--- src/addr_decoder_consts.svh ---
// address map constants for the system address decoder
`ifndef ADDR_DECODER_CONSTS_SVH
`define ADDR_DECODER_CONSTS_SVH
`define AD_IO_LO_START      16'h0000
`define AD_IO_LO_END        16'h003f
`define AD_RAM_A_START      16'h0040
`define AD_RAM_A_END        16'h043f
`define AD_IO_HI_START      16'h0440
`define AD_IO_HI_END        16'h0461
`define AD_FLASH_B0_START   16'h0462
`define AD_FLASH_B0_END     16'h04ff
`define AD_CAN_START        16'h0500
`define AD_CAN_END          16'h057f
`define AD_RAM_B_START      16'h0580
`define AD_RAM_B_END        16'h097f
`define AD_FLASH_B1_START   16'h0980
`define AD_FLASH_B1_END     16'h1b7f
`define AD_RSV0_START       16'h1b80
`define AD_RSV0_END         16'h1dff
`define AD_MON_A_START      16'h1e00
`define AD_MON_A_END        16'h1e0f
`define AD_RSV1_START       16'h1e10
`define AD_RSV1_END         16'h1e1f
`define AD_FLASH_B2_START   16'h1e20
`define AD_FLASH_B2_END     16'h7fff
`define AD_FLASH_A_START    16'h8000
`define AD_FLASH_A_END      16'hfdff
`define AD_BREAK_STATE      16'hfe00
`define AD_RESET_CAUSE      16'hfe01
`define AD_RSV_FE02         16'hfe02
`define AD_BREAK_FLAG_CTRL  16'hfe03
`define AD_IRQ_STATUS_BASE  16'hfe04
`define AD_FLASH_B_CTRL     16'hfe08
`define AD_BREAK_ADDR_HIGH  16'hfe09
`define AD_BREAK_ADDR_LOW   16'hfe0a
`define AD_BREAK_CTRL_STATE 16'hfe0b
`define AD_LOW_VOLT_STATE   16'hfe0c
`define AD_FLASH_B_TEST     16'hfe0d
`define AD_FLASH_A_TEST     16'hfe0e
`define AD_UNIMPL_FE0F      16'hfe0f
`define AD_MON_COMPAT_START 16'hfe10
`define AD_MON_COMPAT_END   16'hfe1f
`define AD_MON_B_START      16'hfe20
`define AD_MON_B_END        16'hff7f
`define AD_FLASH_A_PROTECT  16'hff80
`define AD_FLASH_B_PROTECT  16'hff81
`define AD_RSV2_START       16'hff82
`define AD_RSV2_END         16'hff87
`define AD_FLASH_A_CTRL     16'hff88
`define AD_RSV3_START       16'hff89
`define AD_RSV3_END         16'hffcb
`define AD_VECTOR_START     16'hffcc
`define AD_VECTOR_END       16'hffff
`define AD_IRQ_STATUS_COUNT 4
`define AD_FLASH_BYTES      62078
`define AD_RAM_BYTES        2048
`define AD_VECTOR_BYTES     52
`endif

--- src/addr_decoder_pkg.sv ---
// types for the system address decoder
package addr_decoder_pkg;
   typedef enum logic [4:0] {
      REG_IO_LO, REG_RAM_A, REG_IO_HI, REG_FLASH_B, REG_CAN, REG_RAM_B,
      REG_MON_ROM, REG_FLASH_A, REG_BREAK_STATE, REG_RESET_CAUSE,
      REG_BREAK_FLAG_CTRL, REG_IRQ_STATUS, REG_FLASH_B_CTRL,
      REG_BREAK_ADDR_HIGH, REG_BREAK_ADDR_LOW, REG_BREAK_CTRL_STATE,
      REG_LOW_VOLT_STATE, REG_FLASH_B_TEST, REG_FLASH_A_TEST,
      REG_FLASH_A_PROTECT, REG_FLASH_B_PROTECT, REG_VECTOR,
      REG_RESERVED, REG_UNIMPL, REG_FLASH_A_CTRL
   } region_e;
endpackage

--- src/range_match.sv ---
// inclusive address range comparator
`timescale 1ns/1ps
module range_match #(
   parameter logic [15:0] LO = 16'h0000,
   parameter logic [15:0] HI = 16'h0000
) (
   input  wire logic [15:0] addr_in,
   output wire logic        hit_out
);
   assign hit_out = (addr_in >= LO) && (addr_in <= HI);
endmodule

--- src/system_address_decoder.sv ---
// registered region and register-select decoder for the 16-bit cpu bus
// Contract
// - take a 16-bit address, 64 KB space, every address one region.
// - flash regions together total 62,078 bytes of program storage.
// - two ram regions together total 2048 bytes.
// - 52 bytes at the top are decoded as user vectors.
// - an access to an unimplemented location requests illegal-address reset.
// - 128-byte window selects the can controller buffer space.
// - 0xfe00 selects break state, 0xfe01 reset cause register.
// - 0xfe03 selects the break flag control register.
// - 0xfe04 to 0xfe07 select irq status registers one to four.
// - 0xfe08 flash b control; 0xfe0d, 0xfe0e flash b and a test.
// - 0xfe09, 0xfe0a break address high/low; 0xfe0b break control/state.
// - 0xfe0c selects the low-voltage state register.
// - 16 bytes from 0xfe10 decoded as reserved monitor compatibility space.
// - 0xff80, 0xff81 flash a/b protect; 0xff88 flash a control.
`timescale 1ns/1ps
`include "addr_decoder_consts.svh"
module system_address_decoder (
   input  wire logic        clk_in,
   input  wire logic        rst_b_in,
   input  wire logic [15:0] addr_in,
   input  wire logic        rd_in,
   input  wire logic        wr_in,
   output logic             io_lo_sel_out,
   output logic             ram_a_sel_out,
   output logic             io_hi_sel_out,
   output logic             flash_b_sel_out,
   output logic             can_sel_out,
   output logic             ram_b_sel_out,
   output logic             mon_rom_sel_out,
   output logic             flash_a_sel_out,
   output logic             vector_sel_out,
   output logic             break_state_reg_sel_out,
   output logic             reset_cause_reg_sel_out,
   output logic             break_flag_ctrl_reg_sel_out,
   output logic [3:0]       irq_status_sel_out,
   output logic             flash_b_ctrl_reg_sel_out,
   output logic             break_addr_high_sel_out,
   output logic             break_addr_low_sel_out,
   output logic             break_ctrl_state_reg_sel_out,
   output logic             low_voltage_state_reg_sel_out,
   output logic             flash_b_test_reg_sel_out,
   output logic             flash_a_test_reg_sel_out,
   output logic             flash_a_protect_reg_sel_out,
   output logic             flash_b_protect_reg_sel_out,
   output logic             reserved_hit_out,
   output logic             illegal_addr_rst_out,
   output addr_decoder_pkg::region_e region_out
);
   wire logic access = rd_in | wr_in;
   wire logic h_io_lo, h_ram_a, h_io_hi, h_fb0, h_can, h_ram_b, h_fb1;
   wire logic h_rsv0, h_mon_a, h_rsv1, h_fb2, h_fa, h_mon_compat;
   wire logic h_mon_b, h_rsv2, h_rsv3, h_vec;
   wire logic [3:0] h_irq;

   // contiguous ranges tile the 64 KB space except 0xfe00-0xfe0f, 0xff80, 0xff81 and 0xff88
   range_match #(.LO(`AD_IO_LO_START), .HI(`AD_IO_LO_END)) u_io_lo
      (.addr_in(addr_in), .hit_out(h_io_lo));
   range_match #(.LO(`AD_RAM_A_START), .HI(`AD_RAM_A_END)) u_ram_a
      (.addr_in(addr_in), .hit_out(h_ram_a));
   range_match #(.LO(`AD_IO_HI_START), .HI(`AD_IO_HI_END)) u_io_hi
      (.addr_in(addr_in), .hit_out(h_io_hi));
   range_match #(.LO(`AD_FLASH_B0_START), .HI(`AD_FLASH_B0_END)) u_fb0
      (.addr_in(addr_in), .hit_out(h_fb0));
   range_match #(.LO(`AD_CAN_START), .HI(`AD_CAN_END)) u_can
      (.addr_in(addr_in), .hit_out(h_can));
   range_match #(.LO(`AD_RAM_B_START), .HI(`AD_RAM_B_END)) u_ram_b
      (.addr_in(addr_in), .hit_out(h_ram_b));
   range_match #(.LO(`AD_FLASH_B1_START), .HI(`AD_FLASH_B1_END)) u_fb1
      (.addr_in(addr_in), .hit_out(h_fb1));
   range_match #(.LO(`AD_RSV0_START), .HI(`AD_RSV0_END)) u_rsv0
      (.addr_in(addr_in), .hit_out(h_rsv0));
   range_match #(.LO(`AD_MON_A_START), .HI(`AD_MON_A_END)) u_mon_a
      (.addr_in(addr_in), .hit_out(h_mon_a));
   range_match #(.LO(`AD_RSV1_START), .HI(`AD_RSV1_END)) u_rsv1
      (.addr_in(addr_in), .hit_out(h_rsv1));
   range_match #(.LO(`AD_FLASH_B2_START), .HI(`AD_FLASH_B2_END)) u_fb2
      (.addr_in(addr_in), .hit_out(h_fb2));
   range_match #(.LO(`AD_FLASH_A_START), .HI(`AD_FLASH_A_END)) u_fa
      (.addr_in(addr_in), .hit_out(h_fa));
   range_match #(.LO(`AD_MON_COMPAT_START), .HI(`AD_MON_COMPAT_END)) u_mc
      (.addr_in(addr_in), .hit_out(h_mon_compat));
   range_match #(.LO(`AD_MON_B_START), .HI(`AD_MON_B_END)) u_mon_b
      (.addr_in(addr_in), .hit_out(h_mon_b));
   range_match #(.LO(`AD_RSV2_START), .HI(`AD_RSV2_END)) u_rsv2
      (.addr_in(addr_in), .hit_out(h_rsv2));
   range_match #(.LO(`AD_RSV3_START), .HI(`AD_RSV3_END)) u_rsv3
      (.addr_in(addr_in), .hit_out(h_rsv3));
   range_match #(.LO(`AD_VECTOR_START), .HI(`AD_VECTOR_END)) u_vec
      (.addr_in(addr_in), .hit_out(h_vec));

   genvar gi;
   generate
      for (gi = 0; gi < `AD_IRQ_STATUS_COUNT; gi = gi + 1)
      begin : g_irq
         // ascending order from the base slot
         assign h_irq[gi] = (addr_in == (`AD_IRQ_STATUS_BASE + 16'(gi)));
      end
   endgenerate

   wire logic h_bs   = (addr_in == `AD_BREAK_STATE);
   wire logic h_rc   = (addr_in == `AD_RESET_CAUSE);
   wire logic h_bfc  = (addr_in == `AD_BREAK_FLAG_CTRL);
   wire logic h_fbc  = (addr_in == `AD_FLASH_B_CTRL);
   wire logic h_bah  = (addr_in == `AD_BREAK_ADDR_HIGH);
   wire logic h_bal  = (addr_in == `AD_BREAK_ADDR_LOW);
   wire logic h_bcs  = (addr_in == `AD_BREAK_CTRL_STATE);
   wire logic h_lvs  = (addr_in == `AD_LOW_VOLT_STATE);
   wire logic h_fbt  = (addr_in == `AD_FLASH_B_TEST);
   wire logic h_fat  = (addr_in == `AD_FLASH_A_TEST);
   wire logic h_fap  = (addr_in == `AD_FLASH_A_PROTECT);
   wire logic h_fbp  = (addr_in == `AD_FLASH_B_PROTECT);
   wire logic h_fac  = (addr_in == `AD_FLASH_A_CTRL);
   wire logic h_unim = (addr_in == `AD_UNIMPL_FE0F);
   wire logic h_r02  = (addr_in == `AD_RSV_FE02);

   wire logic h_rsv = h_rsv0 | h_rsv1 | h_rsv2 | h_rsv3 | h_r02
                    | h_mon_compat;
   wire logic h_mon = h_mon_a | h_mon_b;
   wire logic h_fb  = h_fb0 | h_fb1 | h_fb2;

   // ranges are disjoint, so priority only picks a name
   addr_decoder_pkg::region_e region_d;
   always_comb
   begin
      region_d = addr_decoder_pkg::REG_UNIMPL;
      if (h_io_lo) region_d = addr_decoder_pkg::REG_IO_LO;
      else if (h_ram_a) region_d = addr_decoder_pkg::REG_RAM_A;
      else if (h_io_hi) region_d = addr_decoder_pkg::REG_IO_HI;
      else if (h_fb) region_d = addr_decoder_pkg::REG_FLASH_B;
      else if (h_can) region_d = addr_decoder_pkg::REG_CAN;
      else if (h_ram_b) region_d = addr_decoder_pkg::REG_RAM_B;
      else if (h_mon) region_d = addr_decoder_pkg::REG_MON_ROM;
      else if (h_fa) region_d = addr_decoder_pkg::REG_FLASH_A;
      else if (h_bs) region_d = addr_decoder_pkg::REG_BREAK_STATE;
      else if (h_rc) region_d = addr_decoder_pkg::REG_RESET_CAUSE;
      else if (h_bfc) region_d = addr_decoder_pkg::REG_BREAK_FLAG_CTRL;
      else if (|h_irq) region_d = addr_decoder_pkg::REG_IRQ_STATUS;
      else if (h_fbc) region_d = addr_decoder_pkg::REG_FLASH_B_CTRL;
      else if (h_bah) region_d = addr_decoder_pkg::REG_BREAK_ADDR_HIGH;
      else if (h_bal) region_d = addr_decoder_pkg::REG_BREAK_ADDR_LOW;
      else if (h_bcs) region_d = addr_decoder_pkg::REG_BREAK_CTRL_STATE;
      else if (h_lvs) region_d = addr_decoder_pkg::REG_LOW_VOLT_STATE;
      else if (h_fbt) region_d = addr_decoder_pkg::REG_FLASH_B_TEST;
      else if (h_fat) region_d = addr_decoder_pkg::REG_FLASH_A_TEST;
      else if (h_fap) region_d = addr_decoder_pkg::REG_FLASH_A_PROTECT;
      else if (h_fbp) region_d = addr_decoder_pkg::REG_FLASH_B_PROTECT;
      else if (h_fac) region_d = addr_decoder_pkg::REG_FLASH_A_CTRL;
      else if (h_vec) region_d = addr_decoder_pkg::REG_VECTOR;
      else if (h_rsv) region_d = addr_decoder_pkg::REG_RESERVED;
   end

   // selects gated by a bus strobe: no strobe, no select
   // bit order matches the output assignments below, msb first
   wire logic [25:0] sel_d = {26{access}} & {
      h_io_lo,
      h_ram_a,
      h_io_hi,
      h_fb,
      h_can,
      h_ram_b,
      h_mon,
      h_fa,
      h_vec,
      h_bs,
      h_rc,
      h_bfc,
      h_irq,
      h_fbc,
      h_bah,
      h_bal,
      h_bcs,
      h_lvs,
      h_fbt,
      h_fat,
      h_fap,
      h_fbp,
      h_rsv};
   // only 0xfe0f resets the part; reserved holes merely flag a hit
   wire logic illegal_d = access & h_unim;

   logic [25:0] sel_q;
   logic        illegal_q;
   addr_decoder_pkg::region_e region_q;
   always_ff @(posedge clk_in)
   begin
      if (!rst_b_in)
      begin
         sel_q     <= 26'h0;
         illegal_q <= 1'b0;
         region_q  <= addr_decoder_pkg::REG_UNIMPL;
      end
      else
      begin
         sel_q     <= sel_d;
         illegal_q <= illegal_d;
         region_q  <= region_d;
      end
   end

   assign io_lo_sel_out                 = sel_q[25];
   assign ram_a_sel_out                 = sel_q[24];
   assign io_hi_sel_out                 = sel_q[23];
   assign flash_b_sel_out               = sel_q[22];
   assign can_sel_out                   = sel_q[21];
   assign ram_b_sel_out                 = sel_q[20];
   assign mon_rom_sel_out               = sel_q[19];
   assign flash_a_sel_out               = sel_q[18];
   assign vector_sel_out                = sel_q[17];
   assign break_state_reg_sel_out       = sel_q[16];
   assign reset_cause_reg_sel_out       = sel_q[15];
   assign break_flag_ctrl_reg_sel_out   = sel_q[14];
   // bit 0 of the irq status selects is the lowest slot
   assign irq_status_sel_out            = sel_q[13:10];
   assign flash_b_ctrl_reg_sel_out      = sel_q[9];
   assign break_addr_high_sel_out       = sel_q[8];
   assign break_addr_low_sel_out        = sel_q[7];
   assign break_ctrl_state_reg_sel_out  = sel_q[6];
   assign low_voltage_state_reg_sel_out = sel_q[5];
   assign flash_b_test_reg_sel_out      = sel_q[4];
   assign flash_a_test_reg_sel_out      = sel_q[3];
   assign flash_a_protect_reg_sel_out   = sel_q[2];
   assign flash_b_protect_reg_sel_out   = sel_q[1];
   assign reserved_hit_out              = sel_q[0];
   assign illegal_addr_rst_out = illegal_q;
   assign region_out = region_q;
endmodule

--- config.mk ---
export PLATFORM = sky130hd
export DESIGN_NAME = system_address_decoder
export DESIGN_NICKNAME = d
export VERILOG_FILES = /design/src/addr_decoder_pkg.sv /design/src/range_match.sv /design/src/system_address_decoder.sv
export VERILOG_INCLUDE_DIRS = /design/src /design/src/src
export SDC_FILE = /design/constraint.sdc
export NUM_CORES = 1
export LEC_CHECK = 0
export BUFFER_PORTS_ARGS = -buffer_cell sky130_fd_sc_hd__buf_2
export CAP_MARGIN = 20
export CORE_MARGIN = 2
export CORE_UTILIZATION = 50
export DETAILED_ROUTE_END_ITERATION = 10
export GPL_TIMING_DRIVEN = 0
export HOLD_SLACK_MARGIN = 0.05
export PLACE_DENSITY = 0.85
export SETUP_SLACK_MARGIN = 0.05
export SLEW_MARGIN = 10
export SYNTH_ARGS = -nofsm -noshare
export SYNTH_HDL_FRONTEND = slang
export SYNTH_HIERARCHICAL = 1
export SYNTH_SLANG_ARGS = --single-unit
--- constraint.sdc ---
create_clock -name clk_in -period 2.3 [get_ports clk_in]
set_input_delay 0.23 -clock clk_in [delete_from_list [all_inputs] [get_ports clk_in]]
set_output_delay 0.23 -clock clk_in [all_outputs]
set_load 0.05 [all_outputs]
==> impl_metrics.ini, run 1 <==
[die]
die_area_mm2 = 0.004377
die_w_um = 66.16
die_h_um = 66.16
initial_core_util = 0.5237
rows = 22
coreArea_mm2 = 0.003689
pin_count = 52

[cts]
post_cts_buffers = 0
clock_sinks = 32
clk_pin_slew_ns = 0.06
holdBufCountCts = 0
h-tree-depth = 2
clockBufferDepth = 2
cts_tree = built
cts_buffers = 5
cts-root-buf = clkbuf_8

[global_route]
grt_overflow = 0
grt_usage = 0.2411
grt_pass1_wl_um = 8217
antenna_found_initial = 0
grt_max_degree = 22
grt_pass1_vias = 1764

[logic_synthesis]
syn_area_per_cell_um2 = 8.291
synth_top_area_frac = 0.3316
netlist_top_cells_area = dfxtp_1 33%, nor2_1 7.0%, nand2_1 3.7%
synth.yosys.seq_area_share = 0.3316
synthFlopType = dfxtp_1
synth_edf_count = 0
synth.most_common_cell = nor2_1
ys_seq_elements = 32
synthesis.area_mm2 = 0.001932
ys_types = 56
syn-instance-count = 233
synth_fp_nets = 253
yosysTopAreaCell = dfxtp_1
synth_common_cells = 36 x nor2_1, 32 x dfxtp_1, 19 x nand2_1
yosys_warnings = 6
async_flop_share = 0

[final_layout]
utilization = 0.6452
num_antenna_cells = 0
multi_input_area_mm2 = 0.001259
seq_area_um2 = 640.6
num-fill-cells = 323
drive_gt1_frac = 0.2740
fin_cells = 340
syn_to_final_growth_pct = 23.19
nets = 311

[worst_setup_path]
crit_path_cell_trace = buf_2 > or4_1 > a31oi_1 > nor2_1 > nor3_1 > o2111ai_1 > a221oi_1 > a21oi_1
criticalPathCategory = input pin to register
critical_path.slowest_cell = or4_1
critPathTopFamily = simple AND/OR/NAND/NOR gates
setup.worst_path.start_class = input pin
worstPathRequired_ns = 2.45
crit_buf_inv = 1
crit_arrival_ns = 2.30
cpPeakStageDelay_ns = 0.53
critPathMaxFanout = 10
end_kind = register

[run_status]
status = finished clean

[drt]
ant_nets = 0
wirelength_um = 5069
wl_per_cell_um = 14.91
vias = 2084
drc = 0
drtPass1Iterations = 4
drt_iter0_drc = 159
viasPerCell = 6.129

[timing]
setup_viol = 0
max_slew_margin = 0.6306
fmaxAchievable_ghz = 0.4657
hold_viol = 0
rsz0062_at_grt = no
slew_violations = 0
post-route-period-util = 0.9336
setup_tns_ns = 0
tightestPinTransition_ns = 0.5520
fin_crit_ns = 2.147

[place]
gp_congestion = 0.8321
placed_cells = 332
port-buffer-count = 51
dpl.hpwl_um = 3504

[hold_path]
hold_class = input pin to register

[power_and_ir_drop]
p_total_w = 0.001341
power_leakage_nw = 0.8915
peakVddDrop_mv = 0.2128
power_density_mw_per_mm2 = 563.6

[job]
max-cap-violations = 0
[sequential cells by signal (all words and copies together) (netlist names)]
register,cells
sel_q,26
region_out,5
illegal_addr_rst_out,1
[worst paths after layout]
path / from / slack [ns] / depth (start not counted) / endpoint
setup / recovery: addr_in[4] / 0.15 / 8 / region_out[0]
hold / removal: rst_b_in / 0.21 / 2 / region_out[4]
[placed cells by master, fill, tap and decap left out, types with 5 or more instances in the layout]
master / netlist / layout
nor2_1: 36 / 36
o21ai_0: 7 / 7
nand2_1: 19 / 19
buf_2: 1 / 52
dfxtp_1: 32 / 32
nor4_1: 7 / 6
and2_1: 6 / 6
or4b_1: 6 / 6
inv_1: 5 / 5
nand4_1: 9 / 9
a21oi_1: 10 / 10
nand3_1: 5 / 5
clkbuf_8: 0 / 7
or4_1: 7 / 7
[through the flow]
stage / hold slack (ns) / setup WS (ns) / cell area (um^2)
after floorplan: 0.3062 / 0.4736 / 1932
after global placement: 0.4974 / -0.1293 / 2247
after detailed placement: 0.4978 / -0.1258 / 2247
after CTS: 0.2041 / 0.1777 / 2374
after global routing: 0.2149 / 0.06878 / 2380
final: 0.2111 / 0.1527 / 2380
[cell families after synthesis]
logic type             after synthesis  share of synthesized area
XOR/XNOR                             2                   0.009069
AND/OR/NAND/NOR                    138                     0.4365
buffers and inverters               10                    0.02007
AO/OA/AOI/OAI                       51                     0.2027
flip-flops                          32                     0.3316
[metal layers]
layer  share of wire  track usage  up-vias
met5               0            0        -
li1                -            -     1022
met2            0.46       0.3663       99
met3           0.071      0.04089       21
met1            0.43       0.3267      942
met4           0.037       0.1224        0
[report_power, final]
group          internal [W]  switching, W  total [W]
sequential         0.000559    0.00000104   0.000560
combinational     0.0000629      0.000143   0.000206
clock              0.000382      0.000193   0.000575
[cell type report]
cell class,count,share of cell area
Multi-Input combinational cell,191,0.5289
Sequential cell,32,0.2692
Timing Repair Buffer,51,0.1073
Clock buffer,7,0.04048
Tap cell,48,0.02524
Clock inverter,1,0.01262
Buffer,5,0.008412
Inverter,5,0.007886
[repair_timing]
item,4_1_cts,5_1_grt
gates resized for setup,0,1
hold endpoints to repair,0,0
endpoints found under the setup margin,0,1
No activity file was read; power rests on OpenSTA's default activity.
==> inputs of run 2 (changes only) <==
Settings changed: ABC_AREA set to 1, CORE_UTILIZATION 50 to 30, PLACE_DENSITY 0.85 to 0.57.
==> impl_metrics.ini, run 2 <==
[run_status]
status = finished clean

[timing]
worst_slack_ns = 0.3608
holdWs_ns = 0.1846
setup_viol = 0
max_slew_margin = 0.5519
fin_crit_ns = 1.939
slew_violations = 0
rsz0062_at_grt = no
hold_viol = 0
fmaxAchievable_ghz = 0.5157
post-route-period-util = 0.8431
setup_tns_ns = 0
tightestPinTransition_ns = 0.6651

[cts]
cts_buffers = 5
clk_pin_slew_ns = 0.06
cts_resized = 0
h-tree-depth = 2
clockBufferDepth = 2
post_cts_buffers = 0
holdBufCountCts = 0
cts_tree = built
cts-root-buf = clkbuf_8
clock_sinks = 32

[logic_synthesis]
synth_common_cells = 133 x nand2_1, 106 x nor2_1, 82 x inv_1
synth.yosys.seq_area_share = 0.2765
synthFlopType = dfxtp_1
synth.most_common_cell = nand2_1
syn_area_per_cell_um2 = 5.439
synth_fp_nets = 446
syn-instance-count = 426
synthesis.area_mm2 = 0.002317
yosys_warnings = 6
ys_types = 28
synth_top_area_frac = 0.2765
async_flop_share = 0
netlist_top_cells_area = dfxtp_1 28%, nand2_1 22%, nor2_1 17%
yosysTopAreaCell = dfxtp_1
synth_edf_count = 0
ys_seq_elements = 32

[power_and_ir_drop]
internal_power_w = 0.0009481
power_density_mw_per_mm2 = 472.7
power_frac_seq = 0.422
power_leakage_nw = 1.558
pwr-share-clk = 0.391
p_sw_frac = 0.2878
p_comb_frac = 0.187
switchingPower_w = 0.0003831
peakVddDrop_mv = 0.1835

[place]
gp_congestion = 0.8104
pre_cts_slack_ns = 0.04407
dpl.hpwl_um = 4278
port-buffer-count = 51
placed_cells = 579

[final_layout]
syn_to_final_growth_pct = 21.54
nets = 504
num-fill-cells = 873
mostFrequentLayoutCells = 133 x nand2_1, 106 x nor2_1, 82 x inv_1
largest_reg_flops = 26
fin_cells = 587
largest_register = sel_q
drive_gt1_frac = 0.1938
utilization = 0.3702
layout.cells.most_common = nand2_1
num_antenna_cells = 0

[global_route]
grt_max_degree = 23
grt_pass1_wl_um = 10460
antenna_found_initial = 0
grt_pass1_vias = 2340
grt_overflow = 0
grt_usage = 0.1495

[drt]
wl_met2_um = 2875
dr.max_layer_used = met4
wl_per_cell_um = 10.56
wl_met1_um = 2944
vias = 2565
ant_nets = 0
wl_met3_um = 338
drc = 0
viasPerCell = 4.370
drt_iter0_drc = 108
drtPass1Iterations = 4
wirelength_um = 6199

[die]
die_w_um = 91.89
pin_count = 52
rows = 32
die_area_mm2 = 0.008443
die_h_um = 91.89
coreArea_mm2 = 0.007607
initial_core_util = 0.3046

[job]
max-cap-violations = 0

[worst_setup_path]
end_kind = register
worstPathRequired_ns = 2.52
critPathMaxFanout = 20
crit_arrival_ns = 2.16
setup.worst_path.start_class = input pin
criticalPathCategory = input pin to register

[hold_path]
holdPathStages = 2
hold_class = input pin to register
hp-start = rst_b_in
holdPathEnd = region_out[1]
==> run 2: changes by cell type after synthesis, sizes merged, moves of 5 or more <==
cell,change
nor4,-9
or4b,-6
inv,+80
and2,-6
nand3,+6
a211oi,-5
or4,-8
nand2,+119
nor2,+89
nand4,-6
==> run 2: logic make-up (layout without fill, tap and decap cells) <==
group | Yosys count | after routing | share of synthesized area
flip-flops | 32 | 32 | 0.2765
AND/OR/NAND/NOR | 290 | 290 | 0.5335
AO/OA/AOI/OAI | 17 | 17 | 0.04590
buffers and inverters | 87 | 146 | 0.1442
==> run 2: worst max path at each step <==
stage / start / to / slack [ns]
after CTS: addr_in[10] / region_out[0] / 0.33
after global placement: addr_in[13] / region_out[0] / 0.05
after floorplan: addr_in[1] / region_out[0] / 0.80
after global routing: addr_in[7] / region_out[0] / 0.08
after detailed placement: addr_in[10] / region_out[0] / 0.04
final: addr_in[8] / region_out[0] / 0.36
==> run 2: worst max-delay path: stages <==
cell     delay (ns)
buf_2          0.31
inv_1          0.08
nand2_1        0.07
nor2_1         0.05
nand2_1        0.07
nor2_2         0.03
nor2_1         0.12
nand2_1        0.06
nor3_1         0.30
nand2_1        0.11
nand2_1        0.07
nand2_1        0.05
nand2_1        0.06
nand2_1        0.04
nand2_1        0.05
nand2_1        0.05
nand2_1        0.05
nand2_1        0.04
nand2_1        0.05
nand2_1        0.05
nand2_1        0.05
nand2_1        0.06
a21oi_2        0.11
==> run 2: cell type report <==
type,instances,area [um^2],share of cell area
clock inverters,3,42.54,0.01510
flip-flops and latches,32,640.6,0.2275
well taps,102,127.6,0.04531
inverters,85,319.1,0.1133
plain buffers,2,15.01,0.005331
clock buffers,5,68.82,0.02443
repair buffers,51,260.3,0.09240
multi-input cells,307,1343,0.4767
==> run 2: stage by stage <==
step,cell area [um^2],total power (W)
final,2816,0.001331
after detailed placement,2700,0.0008201
after CTS,2811,0.001340
after floorplan,2317,0.0007160
after global placement,2700,0.0008149
after global routing,2816,0.001398
==> run 2: power by group through the flow <==
stage	clock network, W	logic (W)	registers, W
finish	0.000521	0.000249	0.000561
global route	0.000554	0.000282	0.000561
CTS	0.000532	0.000247	0.000561
detailed placement	0	0.000246	0.000574
global placement	0	0.000241	0.000574
floorplan	0	0.000120	0.000596
==> run 2: per-layer routing <==
layer  GRT usage  vias to the layer above
met5           0                        -
met4     0.04726                        0
met3     0.02383                        5
met2      0.2543                       61
met1      0.1936                     1139
li1            -                     1360
==> inputs of run 3 (changes only) <==
Settings changed: ABC_AREA 1 to 0, PLACE_DENSITY 0.57 to 0.59.
Clock period 2.3 ns to 1.87 ns, I/O delays scaled along.
==> impl_metrics.ini, run 3 (same netlist as run 1, synthesis figures left out) <==
[timing]
hold_viol = 0
worst_slack_ns = 0.08230
setup_viol = 0
holdWs_ns = 0.1721
setup_tns_ns = 0
rsz0062_at_grt = no
post-route-period-util = 0.9560
tightestPinTransition_ns = 0.5781
max_slew_margin = 0.6132
fin_crit_ns = 1.788
slew_violations = 0
fmaxAchievable_ghz = 0.5594

[drt]
vias = 2066
drtPass1Iterations = 4
drc = 0
drt_iter0_drc = 124
wirelength_um = 5520
wl_per_cell_um = 14.84
viasPerCell = 5.554
ant_nets = 0

[power_and_ir_drop]
power_leakage_nw = 0.9331
power_density_mw_per_mm2 = 634.9
peakVddDrop_mv = 0.5097

[run_status]
status = finished clean

[final_layout]
largest_reg_flops = 26
seq_area_um2 = 640.6
multi_input_area_mm2 = 0.001321
mostFrequentLayoutCells = 41 x buf_2, 35 x nor2_1, 32 x dfxtp_1
utilization = 0.4016
largest_register = sel_q
syn_to_final_growth_pct = 30.51
drive_gt1_frac = 0.3119
layout.cells.most_common = buf_2
num-fill-cells = 644
nets = 314
num_antenna_cells = 0

[worst_setup_path]
setup.worst_path.start_class = input pin
worstPathRequired_ns = 2.03
criticalPathCategory = input pin to register
setup.worst_path.start = addr_in[6]
end_kind = register
crit_end = region_out[0]
crit_arrival_ns = 1.94
critical_path.slowest_cell = or4_4
critPathMaxFanout = 15
crit_buf_inv = 1
crit_path_cell_trace = buf_4 > or4_4 > nor3_4 > or3_4 > o22ai_1 > a21bo_2 > a221oi_2 > a21oi_1
cpPeakStageDelay_ns = 0.56
path_depth = 8
critPathTopFamily = simple AND/OR/NAND/NOR gates

[die]
coreArea_mm2 = 0.006277
die_h_um = 84.25
initial_core_util = 0.3078
die_w_um = 84.25
rows = 29
die_area_mm2 = 0.007097
pin_count = 52

[hold_path]
hold_class = input pin to register
holdPathStages = 2

[place]
gp_congestion = 0.8633
dpl.hpwl_um = 3726
port-buffer-count = 51
pre_cts_slack_ns = -0.4555

[cts]
cts_tree = built
clockBufferDepth = 2
h-tree-depth = 2
clk_pin_slew_ns = 0.06
cts-root-buf = clkbuf_8
clock_sinks = 32
cts_buffers = 5

[global_route]
grt_pass1_wl_um = 8983
grt_util_met1 = 0.2151
grtUsageMet2 = 0.2280
grt_pass1_vias = 1893
grt_usage = 0.1501
antenna_found_initial = 0
grt_overflow = 0
grt_max_degree = 22
globalRouteMet3Util = 0.02458
globalRoute.busiestLayer = met2

[job]
max-cap-violations = 0
-- run 3: cell types whose count changed in the layout (fill, tap and decap cells not counted), sizes merged, moves of 8 or more --
cell / delta
nor2: -89
inv: -80
nor4: +9
or4: +8
nand2: -119
-- run 3: what timing repair did --
action | CTS | global route
setup endpoints to repair | 4 | 5
gates resized for setup | 14 | 13
hold buffers | 0 | 0
setup buffers | 2 | 1
pin swaps | 5 | 5
hold endpoints to repair | 0 | 0
-- run 3: layout make-up --
cell class / count / area share
well taps: 77 / 0.03821
flip-flops and latches: 32 / 0.2541
clock buffers: 5 / 0.02730
plain buffers: 5 / 0.007940
inverters: 5 / 0.007444
repair buffers: 54 / 0.1241
clock inverters: 3 / 0.01687
multi-input cells: 191 / 0.5241
-- run 3: worst min-delay path by stage --
stage,start,end,slack (ns)
after floorplan,rst_b_in,region_out[2],0.26
after global placement,rst_b_in,region_out[4],0.47
after detailed placement,rst_b_in,region_out[4],0.45
after CTS,rst_b_in,region_out[4],0.16
after global routing,rst_b_in,region_out[4],0.19
final,rst_b_in,region_out[4],0.17
-- run 3: per-stage QoR --
stage          area (um^2)   power, W  cells
3_3_place_gp          2283  0.0009546    361
6_report              2521   0.001601    372
5_1_grt               2521   0.001673    372
4_1_cts               2461   0.001602    371
2_1_floorplan         1932  0.0008376    233
3_5_place_dp          2283  0.0009572    361
-- run 3: per-layer routing --
metal	wire length [um]	vias to the layer above
met5	0	-
met4	37	0
met2	2590	59
li1	-	1025
met1	2609	978
met3	283	4
-- run 3: power by group --
part / switching (W) / internal (W) / leakage (nW) / total, W
combinational: 0.000188 / 0.0000942 / 0.620 / 0.000282
sequential: 0.00000143 / 0.000688 / 0.259 / 0.000689
clock: 0.000236 / 0.000393 / 0.0541 / 0.000630
total: 0.000425 / 0.00118 / 0.933 / 0.00160
